[src/rtl/fws_pkg.sv]
// Package of constants for the flash write operation sequencer
// Behaviour
// - Host issues commands from RAM or external memory
// - Host writes registers only register-indirect
// - Register writes are sixteen bits wide
// - Select, load address and data, then start
// - Clearing select before start cancels operation
// - Word program writes 32 bits from data0
// - Double word select 0x1000, start 0x8000
// - Double word ignores address bit two
// - Erase clears sectors set in erase select
// - Writing 0x4000 suspends running operation
// - Resume sets erase select then start
// - Completed erase reads erase select as zero
// - Changed select bits on resume abort, flag error
// - Suspended erase allows program of another sector
// - Program in suspend clears suspend and erase select
// - Program during erase suspend cannot be suspended
// - Never start while suspend bit set
// - Set protection programs bits to zero
// - Permanent disable: write 0xFFFE to data0 low
// - Permanent re-enable: write 0xFFFE to data0 high
// - Disable and re-enable cycle at most 16 times
// - Temporary unprotect set only from internal flash
// - Access protection gates register writes, but nothing sets it
package fws_pkg;
   // Register selects on the internal bus
   localparam logic [3:0] FWS_A_CW0L = 4'h0;
   localparam logic [3:0] FWS_A_CW0H = 4'h1;
   localparam logic [3:0] FWS_A_ES_L = 4'h2;
   localparam logic [3:0] FWS_A_ES_H = 4'h3;
   localparam logic [3:0] FWS_A_TA_L = 4'h4;
   localparam logic [3:0] FWS_A_TA_H = 4'h5;
   localparam logic [3:0] FWS_A_D0_L = 4'h6;
   localparam logic [3:0] FWS_A_D0_H = 4'h7;
   localparam logic [3:0] FWS_A_D1_L = 4'h8;
   localparam logic [3:0] FWS_A_D1_H = 4'h9;
   localparam logic [3:0] FWS_A_ERR = 4'hA;
   localparam logic [3:0] FWS_A_TAU = 4'hB;
   localparam logic [3:0] FWS_A_STAT = 4'hC;
   // Control word zero high bits and values, error flag and address bit
   localparam int FWS_B_START = 15;
   localparam int FWS_B_SUSPEND_REQUEST = 14;
   localparam int FWS_B_WPG = 13;
   localparam int FWS_B_DOUBLE_WORD_PROGRAM_SELECT = 12;
   localparam int FWS_B_SER = 11;
   localparam int FWS_B_SPR = 8;
   localparam int FWS_B_RESUME_ERROR_FLAG = 0;
   localparam int FWS_B_ADDRESS_BIT_TWO = 2;
   localparam logic [15:0] FWS_SEL_MASK = 16'h3900;
   localparam logic [15:0] FWS_V_DOUBLE_WORD_PROGRAM_SELECT = 16'h1000;
   localparam logic [15:0] FWS_V_START = 16'h8000;
   localparam logic [15:0] FWS_V_SUSPEND_REQUEST = 16'h4000;
   localparam logic [15:0] FWS_V_SER = 16'h0800;
   localparam logic [15:0] FWS_V_SPR = 16'h0100;
   localparam logic [15:0] FWS_V_ZERO = 16'h0000;
   localparam logic [15:0] FWS_V_ONES = 16'hFFFF;
   // Protection register address, data and re-enable limit
   localparam logic [15:0] FWS_PROT_ADDR = 16'hDFBC;
   localparam logic [15:0] FWS_PROT_CLR0 = 16'hFFFE;
   localparam logic [4:0] FWS_PROT_MAX = 5'h10;
   // Array busy time per operation, cycles
   localparam logic [7:0] FWS_PROG_CYC = 8'h20;
   localparam logic [7:0] FWS_ERASE_CYC = 8'h80;
   localparam logic [7:0] FWS_PROT_CYC = 8'h20;
   typedef enum logic [2:0] {
      FWS_OP_NONE, FWS_OP_WORD, FWS_OP_DWORD, FWS_OP_ERASE, FWS_OP_PROT
   } fws_op_t;
endpackage : fws_pkg

[src/rtl/fws_if.sv]
// Internal bus interface between CPU side and flash sequencer
`timescale 1ns/100ps
`default_nettype none
interface fws_if;
   logic [3:0] addr;
   logic [15:0] wdata;
   logic wr;
   logic rd;
   logic from_flash;
   logic [15:0] rdata;
   modport dev (input addr, wdata, wr, rd, from_flash, output rdata);
   modport host (output addr, wdata, wr, rd, from_flash, input rdata);
endinterface : fws_if
`default_nettype wire

[src/rtl/fws_dev.sv]
// Flash write operation sequencer, device end
//
// Design decisions made here: the register offsets and strobed register access.
`timescale 1ns/100ps
`default_nettype none
module fws_dev
   import fws_pkg::*;
(
   // Clock and reset
   input wire logic clk,
   input wire logic rst_b,
   // Internal bus
   fws_if.dev bus,
   // Array operation towards the flash core
   output logic arr_busy,
   output logic arr_done,
   output logic [2:0] arr_op,
   output logic [31:0] arr_addr,
   output logic [63:0] arr_data,
   output logic [31:0] arr_sectors,
   // Protection state
   output logic access_protected,
   output logic [15:0] nv_access_protect_low,
   output logic [15:0] nv_access_protect_high
);
   typedef enum logic [1:0] {FWS_IDLE, FWS_RUN, FWS_SUSPEND_REQUEST} fws_state_t;
   fws_state_t st_reg;
   logic [15:0] control_word0_high;
   logic [15:0] control_word0_low;
   logic [15:0] erase_sector_select_low;
   logic [15:0] erase_sector_select_high;
   logic [15:0] target_address_low;
   logic [15:0] target_address_high;
   logic [15:0] data0_low, data0_high, data1_low, data1_high;
   logic [15:0] error_register;
   logic temp_unprotect_bit;
   logic accp_reg;
   logic [4:0] prot_cnt_reg;
   logic [7:0] busy_cnt_reg;
   logic [7:0] saved_cnt_reg;
   fws_op_t op_reg;
   fws_op_t saved_op_reg;
   logic saved_erase_reg;
   logic [15:0] saved_sel_reg;
   logic [15:0] rdata_reg;
   logic wr_ok;
   logic cw_wr;
   logic start_req;
   logic word_program_select, double_word_program_select;
   logic erase_select, set_protection_select, suspend_request;
   fws_op_t sel_op;
   logic finish;

   // Access protection shuts out register writes but TAU; accp_reg is reset low and never set
   assign access_protected = accp_reg && !temp_unprotect_bit;
   assign wr_ok = bus.wr && !access_protected;
   assign cw_wr = wr_ok && bus.addr == FWS_A_CW0H;
   assign word_program_select = control_word0_high[FWS_B_WPG];
   assign double_word_program_select = control_word0_high[FWS_B_DOUBLE_WORD_PROGRAM_SELECT];
   assign erase_select = control_word0_high[FWS_B_SER];
   assign set_protection_select = control_word0_high[FWS_B_SPR];
   assign suspend_request = control_word0_high[FWS_B_SUSPEND_REQUEST];
   assign start_req = cw_wr && bus.wdata[FWS_B_START];
   assign finish = st_reg == FWS_RUN && busy_cnt_reg == 8'h00;

   always_comb
   begin
      sel_op = FWS_OP_NONE;
      if (double_word_program_select)
         sel_op = FWS_OP_DWORD;
      else if (word_program_select)
         sel_op = FWS_OP_WORD;
      else if (erase_select)
         sel_op = FWS_OP_ERASE;
      else if (set_protection_select)
         sel_op = FWS_OP_PROT;
   end

   // Data and address registers; 16-bit words only
   always_ff @(posedge clk)
   begin
      if (!rst_b)
      begin
         control_word0_low <= FWS_V_ZERO;
         target_address_low <= FWS_V_ZERO;
         target_address_high <= FWS_V_ZERO;
         data0_low <= FWS_V_ZERO;
         data0_high <= FWS_V_ZERO;
         data1_low <= FWS_V_ZERO;
         data1_high <= FWS_V_ZERO;
      end
      else if (wr_ok)
      begin
         unique case (bus.addr)
            FWS_A_CW0L: control_word0_low <= bus.wdata;
            FWS_A_TA_L: target_address_low <= bus.wdata;
            FWS_A_TA_H: target_address_high <= bus.wdata;
            FWS_A_D0_L: data0_low <= bus.wdata;
            FWS_A_D0_H: data0_high <= bus.wdata;
            FWS_A_D1_L: data1_low <= bus.wdata;
            FWS_A_D1_H: data1_high <= bus.wdata;
            default: ;
         endcase
      end
   end

   // Erase sector selection; cleared when the erase completes
   always_ff @(posedge clk)
   begin
      if (!rst_b)
      begin
         erase_sector_select_low <= FWS_V_ZERO;
         erase_sector_select_high <= FWS_V_ZERO;
      end
      else if (finish && op_reg == FWS_OP_ERASE)
      begin
         erase_sector_select_low <= FWS_V_ZERO;
         erase_sector_select_high <= FWS_V_ZERO;
      end
      else if (wr_ok && bus.addr == FWS_A_ES_L)
         erase_sector_select_low <= bus.wdata;
      else if (wr_ok && bus.addr == FWS_A_ES_H)
         erase_sector_select_high <= bus.wdata;
   end

   // Control word zero high; start bit stays high while running
   always_ff @(posedge clk)
   begin
      if (!rst_b)
         control_word0_high <= FWS_V_ZERO;
      else if (finish)
         control_word0_high <= saved_erase_reg ? FWS_V_SUSPEND_REQUEST : FWS_V_ZERO;
      else if (st_reg == FWS_RUN)
      begin
         // Start ignored, only suspend accepted while running
         if (cw_wr && bus.wdata[FWS_B_SUSPEND_REQUEST] && !saved_erase_reg)
            control_word0_high <= control_word0_high | FWS_V_SUSPEND_REQUEST;
      end
      else if (cw_wr)
      begin
         if (st_reg == FWS_SUSPEND_REQUEST && bus.wdata[FWS_B_START] && bus.wdata[FWS_B_SUSPEND_REQUEST])
            control_word0_high <= bus.wdata & ~FWS_V_START;
         else
            control_word0_high <= bus.wdata;
      end
   end

   // Operation sequencing state
   always_ff @(posedge clk)
   begin
      if (!rst_b)
      begin
         st_reg <= FWS_IDLE;
         op_reg <= FWS_OP_NONE;
         saved_op_reg <= FWS_OP_NONE;
         saved_sel_reg <= FWS_V_ZERO;
         saved_erase_reg <= 1'b0;
         busy_cnt_reg <= 8'h00;
         saved_cnt_reg <= 8'h00;
      end
      else
      begin
         unique case (st_reg)
            FWS_IDLE:
               // Cancelled selection has no op, so nothing starts
               if (start_req && !bus.wdata[FWS_B_SUSPEND_REQUEST] && sel_op != FWS_OP_NONE)
               begin
                  st_reg <= FWS_RUN;
                  op_reg <= sel_op;
                  saved_sel_reg <= control_word0_high & FWS_SEL_MASK;
                  busy_cnt_reg <= sel_op == FWS_OP_ERASE ? FWS_ERASE_CYC :
                     (sel_op == FWS_OP_PROT ? FWS_PROT_CYC : FWS_PROG_CYC);
               end
            FWS_RUN:
               if (finish)
               begin
                  st_reg <= saved_erase_reg ? FWS_SUSPEND_REQUEST : FWS_IDLE;
                  op_reg <= saved_erase_reg ? saved_op_reg : FWS_OP_NONE;
                  saved_erase_reg <= 1'b0;
                  saved_sel_reg <= saved_erase_reg ? FWS_V_SER : FWS_V_ZERO;
                  // Erase left off where it was suspended, not from zero
                  busy_cnt_reg <= saved_erase_reg ? saved_cnt_reg : 8'h00;
               end
               else if (cw_wr && bus.wdata[FWS_B_SUSPEND_REQUEST] && !saved_erase_reg)
               begin
                  st_reg <= FWS_SUSPEND_REQUEST;
                  saved_op_reg <= op_reg;
               end
               else
                  busy_cnt_reg <= busy_cnt_reg - 8'h01;
            FWS_SUSPEND_REQUEST:
               if (start_req && !bus.wdata[FWS_B_SUSPEND_REQUEST])
               begin
                  if ((bus.wdata & FWS_SEL_MASK) == saved_sel_reg)
                     st_reg <= FWS_RUN;
                  else if (saved_op_reg == FWS_OP_ERASE && !bus.wdata[FWS_B_SER] &&
                     (bus.wdata[FWS_B_WPG] || bus.wdata[FWS_B_DOUBLE_WORD_PROGRAM_SELECT]))
                  begin
                     st_reg <= FWS_RUN;
                     saved_erase_reg <= 1'b1;
                     op_reg <= bus.wdata[FWS_B_DOUBLE_WORD_PROGRAM_SELECT] ? FWS_OP_DWORD : FWS_OP_WORD;
                     saved_cnt_reg <= busy_cnt_reg;
                     busy_cnt_reg <= FWS_PROG_CYC;
                  end
                  else
                  begin
                     st_reg <= FWS_IDLE;
                     op_reg <= FWS_OP_NONE;
                  end
               end
            default: st_reg <= FWS_IDLE;
         endcase
      end
   end

   // Resume error flag: set wins, software clears by writing zero
   always_ff @(posedge clk)
   begin
      if (!rst_b)
         error_register <= FWS_V_ZERO;
      else if (st_reg == FWS_SUSPEND_REQUEST && start_req && !bus.wdata[FWS_B_SUSPEND_REQUEST] &&
         (bus.wdata & FWS_SEL_MASK) != saved_sel_reg &&
         !(saved_op_reg == FWS_OP_ERASE && !bus.wdata[FWS_B_SER] &&
         (bus.wdata[FWS_B_WPG] || bus.wdata[FWS_B_DOUBLE_WORD_PROGRAM_SELECT])))
         error_register[FWS_B_RESUME_ERROR_FLAG] <= 1'b1;
      else if (wr_ok && bus.addr == FWS_A_ERR)
         error_register <= bus.wdata;
   end

   // Temporary unprotect: set only from internal flash fetch
   always_ff @(posedge clk)
   begin
      if (!rst_b)
         temp_unprotect_bit <= 1'b0;
      else if (bus.wr && bus.addr == FWS_A_TAU)
      begin
         if (!bus.wdata[0])
            temp_unprotect_bit <= 1'b0;
         else if (bus.from_flash)
            temp_unprotect_bit <= 1'b1;
      end
   end

   // Non-volatile protection words; bits only go to zero
   always_ff @(posedge clk)
   begin
      if (!rst_b)
      begin
         nv_access_protect_low <= FWS_V_ONES;
         nv_access_protect_high <= FWS_V_ONES;
         accp_reg <= 1'b0;
         prot_cnt_reg <= 5'h00;
      end
      else if (finish && op_reg == FWS_OP_PROT && target_address_low == FWS_PROT_ADDR)
      begin
         if (data0_low == FWS_PROT_CLR0 && prot_cnt_reg < FWS_PROT_MAX)
            nv_access_protect_low <= nv_access_protect_low & data0_low;
         if (data0_high == FWS_PROT_CLR0 && prot_cnt_reg < FWS_PROT_MAX)
         begin
            nv_access_protect_high <= nv_access_protect_high & data0_high;
            prot_cnt_reg <= prot_cnt_reg + 5'h01;
         end
      end
   end

   // Array outputs; double word aligned on even word
   always_ff @(posedge clk)
   begin
      if (!rst_b)
      begin
         arr_addr <= 32'h0000_0000;
         arr_data <= 64'h0000_0000_0000_0000;
         arr_sectors <= 32'h0000_0000;
         arr_done <= 1'b0;
      end
      else
      begin
         arr_done <= finish;
         arr_addr <= {target_address_high, target_address_low};
         if (op_reg == FWS_OP_DWORD)
            arr_addr[FWS_B_ADDRESS_BIT_TWO] <= 1'b0;
         arr_data <= {data1_high, data1_low, data0_high, data0_low};
         arr_sectors <= {erase_sector_select_high, erase_sector_select_low};
      end
   end
   assign arr_busy = st_reg == FWS_RUN;
   assign arr_op = op_reg;

   // Read port, answer one cycle later
   always_ff @(posedge clk)
   begin
      if (!rst_b)
         rdata_reg <= FWS_V_ZERO;
      else if (bus.rd)
      begin
         unique case (bus.addr)
            FWS_A_CW0L: rdata_reg <= control_word0_low;
            FWS_A_CW0H: rdata_reg <= control_word0_high;
            FWS_A_ES_L: rdata_reg <= erase_sector_select_low;
            FWS_A_ES_H: rdata_reg <= erase_sector_select_high;
            FWS_A_TA_L: rdata_reg <= target_address_low;
            FWS_A_TA_H: rdata_reg <= target_address_high;
            FWS_A_D0_L: rdata_reg <= data0_low;
            FWS_A_D0_H: rdata_reg <= data0_high;
            FWS_A_D1_L: rdata_reg <= data1_low;
            FWS_A_D1_H: rdata_reg <= data1_high;
            FWS_A_ERR: rdata_reg <= error_register;
            FWS_A_TAU: rdata_reg <= {15'h0000, temp_unprotect_bit};
            FWS_A_STAT: rdata_reg <= {11'h000, prot_cnt_reg};
            default: rdata_reg <= FWS_V_ZERO;
         endcase
      end
      else
         rdata_reg <= FWS_V_ZERO;
   end
   assign bus.rdata = rdata_reg;
endmodule : fws_dev
`default_nettype wire

[src/flat_wrapper.sv]
// flat-port wrapper written by rule: the top's interface ports become plain ports
module fws_dev_flat import fws_pkg::*;
  (clk, rst_b, arr_busy, arr_done, arr_op, arr_addr, arr_data, arr_sectors, access_protected, nv_access_protect_low, nv_access_protect_high, bus_addr, bus_wdata, bus_wr, bus_rd, bus_from_flash, bus_rdata);
  fws_if bus_i ();
  input wire logic clk;
  input wire logic rst_b;
  output logic arr_busy;
  output logic arr_done;
  output logic [2:0] arr_op;
  output logic [31:0] arr_addr;
  output logic [63:0] arr_data;
  output logic [31:0] arr_sectors;
  output logic access_protected;
  output logic [15:0] nv_access_protect_low;
  output logic [15:0] nv_access_protect_high;
  input wire logic [$bits(bus_i.addr)-1:0] bus_addr;
  input wire logic [$bits(bus_i.wdata)-1:0] bus_wdata;
  input wire logic [$bits(bus_i.wr)-1:0] bus_wr;
  input wire logic [$bits(bus_i.rd)-1:0] bus_rd;
  input wire logic [$bits(bus_i.from_flash)-1:0] bus_from_flash;
  output wire logic [$bits(bus_i.rdata)-1:0] bus_rdata;
  assign bus_i.addr = bus_addr;
  assign bus_i.wdata = bus_wdata;
  assign bus_i.wr = bus_wr;
  assign bus_i.rd = bus_rd;
  assign bus_i.from_flash = bus_from_flash;
  assign bus_rdata = bus_i.rdata;
  fws_dev u_core (.clk(clk), .rst_b(rst_b), .bus(bus_i), .arr_busy(arr_busy), .arr_done(arr_done), .arr_op(arr_op), .arr_addr(arr_addr), .arr_data(arr_data), .arr_sectors(arr_sectors), .access_protected(access_protected), .nv_access_protect_low(nv_access_protect_low), .nv_access_protect_high(nv_access_protect_high));
endmodule
[config.mk]
export PLATFORM = sky130hd
export DESIGN_NAME = fws_dev_flat
export DESIGN_NICKNAME = d
export VERILOG_FILES = /design/src/rtl/fws_pkg.sv /design/src/rtl/fws_if.sv /design/src/rtl/fws_dev.sv /design/src/flat_wrapper.sv
export SDC_FILE = /design/constraint.sdc
export NUM_CORES = 1
export LEC_CHECK = 0
export BUFFER_PORTS_ARGS = -buffer_cell sky130_fd_sc_hd__buf_4
export CORE_MARGIN = 1
export CORE_UTILIZATION = 61
export DETAILED_ROUTE_END_ITERATION = 10
export GPL_TIMING_DRIVEN = 0
export MAX_ROUTING_LAYER = met4
export PLACE_DENSITY = 0.94
export SETUP_SLACK_MARGIN = 0.02
export SYNTH_ARGS = -nofsm -noshare
export SYNTH_HDL_FRONTEND = slang
export SYNTH_SLANG_ARGS = --single-unit
[constraint.sdc]
create_clock -name clk -period 4.83 [get_ports clk]
set_input_delay 0.7245 -clock clk [delete_from_list [all_inputs] [get_ports clk]]
set_output_delay 0.7245 -clock clk [all_outputs]
set_load 0.05 [all_outputs]
==> results.toml, run 1 <==
[synthesis]
syn_nets = 1633
synth_seq_cells = 388
synth.area.top_cells = "dfxtp_1 55%, nand2_1 10%, a21oi_1 6.8%, and2_1 6.0%, clkbuf_1 3.1%"
synthSimpleGateAreaFrac = 0.239
synth_commonest_cells = "388 x dfxtp_1, 387 x nand2_1, 193 x a21oi_1"
synth.most_common_cell = "dfxtp_1"
synth_top_area_share = 0.549
avgSynthCellArea_sq_um = 8.83
synthFlopType = "dfxtp_1"
muxShareOfSynthArea = 0.0195
synth_compound_area_frac = 0.145
synth_adder_area_share = 0.00531
synth_cell_types = 65
synth_edf_count = 0
ys_async_sr_fraction = 0
ys_warn_count = 0
synth_top_family_by_area = "simple AND/OR/NAND/NOR gates"
seq_area_frac_synth = 0.549
syn_inst = 1602
syn_area_sq_um = 14100
synth_area_leader_cell = "dfxtp_1"
synthXorXnorAreaFrac = 0.00433

[drt]
postRouteAntennaNets = 0
drc_errors = 0
dr.pass1.iters = 6
viasPerCell = 6.29
drt-wirelength-per-cell_microns = 24.0
drt_iter0_drc = 1733
vias = 13600
routed_wl_microns = 51800

[floorplanning]
initial_core_util = 0.623
die-area_sq_um = 23800
core-area_sq_um = 22700
fp-row-count = 55
dieWidth_microns = 154
die_h_microns = 154
num_io_pins = 207

[timing]
finClkSkew_ns = 0.0133
setup_viol = 0
final-hold-violation-count = 0
rsz0062_at_grt = "no"
max_freq_mhz = 299
worst_slew_pin_slew_ns = 1.28
final.setup.tns_ns = 0
max-slew-margin-rel = 0.143
fin_crit_sh = 0.692
period_needed_ns = 3.34
drv_slew = 0
finalWorstSetupSlack_ns = 1.49

[clock_tree]
cts-buffers-inserted = 37
postCtsSetupBuffers = 0
cts_buffer_depth = 3
htree_num_levels = 2
clkTransAtPathRegs_ns = 0.06
root_buffer = "clkbuf_16"
ctsHoldBuffers = 0
tritoncts = "built"
worstSkewPairLatency_ns = 0.53
cts_sinks = 388
cts_resized = 0

[critical_path]
critPathMaxFanout = 10
cp-start-kind = "input port"
end_kind = "flip-flop"
worstPathRequired_ns = 5.25
cp_common_cell = "clkbuf_1"
worstPathCellList = "buf_4 > clkbuf_1 > nor4b_1 > clkbuf_1 > clkbuf_1 > a221oi_1 > a41oi_1"
critPathMaxStageDelay_ns = 0.85
cp_slowest_cell = "nor4b_1"
arrival_ns = 3.76
worstSetupPathType = "in -> reg"

[layout]
fin_util = 0.761
largestRegisters = "u_core.arr_data (64), u_core.arr_addr (32), u_core.arr_sectors (32)"
largest-register = "u_core.arr_data"
drive_above_1_share = 0.150
area_growth_pct = 22.2
final_net_count = 1876
largest_reg_flops = 64
diodes = 0
stdcell_area_sq_um = 17300

[outcome]
status = "finished clean"

[placed_design]
dpl.hpwl_microns = 36900
place_congestion = 1.02
post_dp_cell_area_sq_um = 16000
io_buffers = 204
pre_cts_ws_ns = 1.22

[min_path]
hold_path_class = "reg -> reg"

[global_routing]
grt_pass1_wl_microns = 76500
track_usage = 0.444
first_global_vias = 12900
antenna_found_initial = 0
grt.overflow.total = 0
grt_max_degree = 17

[power_and_ir_drop]
p_leak_nw = 6.47
ir_drop_uv = 516
p_per_area_nw_per_um2 = 377

[flow_run]
maxCapViolations = 0
-- per-stage QoR --
stage	cells	power, mW	hold WS [ns]
2_1_floorplan	1602	3.47	0.433
3_3_place_gp	2091	3.61	0.425
3_5_place_dp	2091	3.61	0.429
4_1_cts	2157	6.48	0.447
5_1_grt	2157	6.64	0.455
6_report	2157	6.52	0.441
-- cells by family after synthesis --
kind of cell | count (synthesis)
AO/OA/AOI/OAI | 329
XOR/XNOR | 7
adder cells (fa/ha/maj) | 6
buffers and inverters | 136
flip-flops | 388
multiplexers | 26
other | 1
AND/OR/NAND/NOR | 709
-- cells in the final DEF (no fill, tap or decap), types with 3 or more instances in the layout --
cell type    n
dfxtp_1    388
nand2_1    387
buf_4      205
a21oi_1    193
and2_1     135
clkbuf_1   121
clkbuf_16   39
nand2b_1    38
nor2_1      35
nand3_1     31
a221oi_1    27
mux2i_1     22
a22o_1      21
a31oi_1     19
a22oi_1     17
nand4_1     15
nor3_1      12
o21ai_0     12
a222oi_1    12
inv_1       10
or3_1        9
clkbuf_8     9
nor2b_1      8
clkinv_2     7
and3_1       6
ha_1         6
buf_1        5
nand4b_1     5
or4_1        5
nand3b_1     4
nor4_1       4
xnor2_1      4
o211ai_1     3
nor3b_1      3
mux2_2       3
xor2_1       3
-- worst paths after layout --
kind	to	slack, ns	from	cells after the start
min	u_core.nv_access_protect_high[8]$_SDFFE_PN1P_	0.44	u_core.nv_access_protect_high[8]$_SDFFE_PN1P_	1
min reg2reg	u_core.nv_access_protect_high[8]$_SDFFE_PN1P_	0.44	u_core.nv_access_protect_high[8]$_SDFFE_PN1P_	1
max reg2reg	u_core.erase_sector_select_high[0]$_SDFFE_PP0P_	1.60	u_core.busy_cnt_reg[0]$_SDFFE_PN0P_	8
max	u_core.bus.rdata[5]$_SDFF_PN0_	1.49	bus_addr[0]	7
-- worst max-delay path, delay by kind of cell --
kind / cells / cell delay (ns)
buffers and inverters: 4 / 1.51
AOI/OAI and AO/OA: 2 / 0.66
and+or+nand+nor: 1 / 0.85
-- layout make-up --
cell class | count | area, sq um
Sequential cell | 388 | 7770
Clock buffer | 53 | 1120
Tap cell | 285 | 357
Fill cell | 1526 | 5430
Inverter | 11 | 41.3
Multi-Input combinational cell | 1078 | 5850
Timing Repair Buffer | 204 | 1530
Clock inverter | 13 | 128
Buffer | 125 | 489
-- report_power, final --
part,total (mW),internal [mW],switching [mW]
combinational,0.308,0.0681,0.240
sequential,3.25,3.23,0.0269
clock,2.96,1.72,1.23
total,6.52,5.02,1.50
-- per-layer routing --
layer | track usage | wire [microns] | vias to the layer above
met5 | - | 0 | -
met4 | 0.284 | 3740 | 0
met3 | 0.102 | 6530 | 267
met2 | 0.682 | 22900 | 1025
met1 | 0.526 | 18700 | 6365
li1 | - | - | 5912
(Power assumes the default switching activity.)
==> inputs of run 2 (changes only) <==
--- a/config.mk
+++ b/config.mk
@@ -7,11 +7,11 @@
 export LEC_CHECK = 0
 export BUFFER_PORTS_ARGS = -buffer_cell sky130_fd_sc_hd__buf_4
 export CORE_MARGIN = 1
-export CORE_UTILIZATION = 61
+export CORE_UTILIZATION = 51
 export DETAILED_ROUTE_END_ITERATION = 10
 export GPL_TIMING_DRIVEN = 0
 export MAX_ROUTING_LAYER = met4
-export PLACE_DENSITY = 0.94
+export PLACE_DENSITY = 0.85
 export SETUP_SLACK_MARGIN = 0.02
 export SYNTH_ARGS = -nofsm -noshare
 export SYNTH_HDL_FRONTEND = slang
==> constraint.sdc (replaced) <==
create_clock -name clk -period 2.88 [get_ports clk]
set_input_delay 0.432 -clock clk [delete_from_list [all_inputs] [get_ports clk]]
set_output_delay 0.432 -clock clk [all_outputs]
set_load 0.05 [all_outputs]
==> results.toml, run 2 (same netlist as run 1, synthesis figures left out) <==
[power_and_ir_drop]
ir_drop_uv = 434
p_per_area_nw_per_um2 = 636
p_leak_nw = 6.52

[clock_tree]
root_buffer = "clkbuf_16"
cts-buffers-inserted = 39
clkTransAtPathRegs_ns = 0.06
cts_sinks = 388
htree_num_levels = 2
worstSkewPairLatency_ns = 0.53
ctsHoldBuffers = 0
postCtsSetupBuffers = 0
tritoncts = "built"
cts_buffer_depth = 3

[timing]
drv_slew = 0
worst_slew_pin_slew_ns = 1.26
finClkSkew_ns = 0.0185
setup_viol = 0
max-slew-margin-rel = 0.159
finalWorstSetupSlack_ns = 0.110
max_freq_mhz = 361
rsz0062_at_grt = "no"
final-hold-violation-count = 0
period_needed_ns = 2.77
fin_crit_sh = 0.962

[critical_path]
end_kind = "flip-flop"
critPathMaxFanout = 10
cp-start-kind = "flip-flop"
rr_startpoint = "u_core.busy_cnt_reg[2]$_SDFFE_PN0P_"
reg2regPathDepth = 8
worstPathCellList = "buf_6 > or4_4 > or3_1 > buf_6 > or4_1 > buf_2 > or3_1 > a21oi_1"
worstSetupPathType = "reg -> reg"
cp_slowest_cell = "or4_4"
startpoint = "u_core.busy_cnt_reg[2]$_SDFFE_PN0P_"
worstPathRequired_ns = 3.33
arrival_ns = 3.22
critPathMaxStageDelay_ns = 0.56

[layout]
largest_reg_flops = 64
final_cell_mix = "388 x dfxtp_1, 387 x nand2_1, 206 x buf_4"
final_net_count = 1879
largest-register = "u_core.arr_data"
finalNonFillerCells = 2249
fin_util = 0.646
area_growth_pct = 23.7
stdcell_area_sq_um = 17500
largestRegisters = "u_core.arr_data (64), u_core.arr_addr (32), u_core.arr_sectors (32)"
drive_above_1_share = 0.154
final_common_cell = "dfxtp_1"

[global_routing]
grt_pass1_wl_microns = 75800
track_usage = 0.375
grt_max_degree = 15
grt.overflow.total = 0
antenna_found_initial = 1
first_global_vias = 12300

[drt]
drt_iter0_drc = 1427
postRouteAntennaNets = 0
routed_wl_microns = 52600
vias = 13200
dr.pass1.iters = 8
viasPerCell = 5.86
drc_errors = 0
drt-wirelength-per-cell_microns = 23.4

[placed_design]
io_buffers = 204
dp.cells = 2178
place_congestion = 1.04
dpl.hpwl_microns = 38100
pre_cts_ws_ns = -0.506
post_dp_cell_area_sq_um = 16100

[floorplanning]
num_io_pins = 207
fp-row-count = 60
die-area_sq_um = 28400
die_h_microns = 169
core-area_sq_um = 27100
initial_core_util = 0.522
dieWidth_microns = 169

[flow_run]
maxCapViolations = 0

[min_path]
worstHoldPathCells = 3
hold_path.startpoint = "bus_wdata[4]"
hold_path_class = "in -> reg"

[outcome]
status = "finished clean"
-- run 2: cell count changes in the layout (fill, tap and decap cells not counted), moves of 2 or more --
cell | before | now
o21ai_1 | 2 | 0
clkbuf_16 | 39 | 41
clkbuf_1 | 121 | 123
clkinvlp_4 | 2 | 0
o21ai_2 | 0 | 2
-- run 2: final timing paths --
path | endpoint | slack (ns)
worst max-delay path | u_core.prot_cnt_reg[2]$_SDFFE_PN0P_ | 0.11
worst min-delay path | u_core.target_address_high[4]$_SDFFE_PN0P_ | 0.17
worst max register to register | u_core.prot_cnt_reg[2]$_SDFFE_PN0P_ | 0.11
worst min register to register | u_core.nv_access_protect_low[7]$_SDFFE_PN1P_ | 0.44
-- run 2: power breakdown --
| part | total [mW] | internal, mW | switching, mW |
|---|---|---|---|
| logic | 0.524 | 0.115 | 0.409 |
| clock network | 5.15 | 3.08 | 2.07 |
| registers | 5.46 | 5.41 | 0.0441 |
-- run 2: routing by layer --
layer	track usage	wire length (microns)
met4	0.212	3040
met5	-	0
met1	0.449	20200
met2	0.579	23700
met3	0.0903	5690
-- run 2: critical path, delay by kind of cell, from the launching register on --
family	cells	cell delay [ns]
flip-flops	1	0.31
AND/OR/NAND/NOR	4	1.76
buffers and inverters	3	0.48
AO/OA/AOI/OAI	1	0.15
-- run 2: layout make-up --
type,instances,area (sq um)
clock buffers,57,1170
diodes,1,2.50
well taps,372,465
repair buffers,205,1540
clock inverters,12,143
inverters,11,41.3
plain buffers,125,490
multi-input cells,1078,5890
flip-flops and latches,388,7770
fillers,2252,9600
-- run 2: metrics by stage --
step	hold slack, ns	setup TNS (ns)	total power [mW]
floorplan	0.433	0	5.82
global placement	0.424	-27.88	6.07
detailed placement	0.426	-21.69	6.07
CTS	0.155	0	11.1
global route	0.166	0	11.4
finish	0.170	0	11.1
-- run 2: what timing repair did --
action,4_1_cts,5_1_grt
endpoints found under the setup margin,38,38
resized for setup,5,4
cloned,0,0
pin swaps,0,0
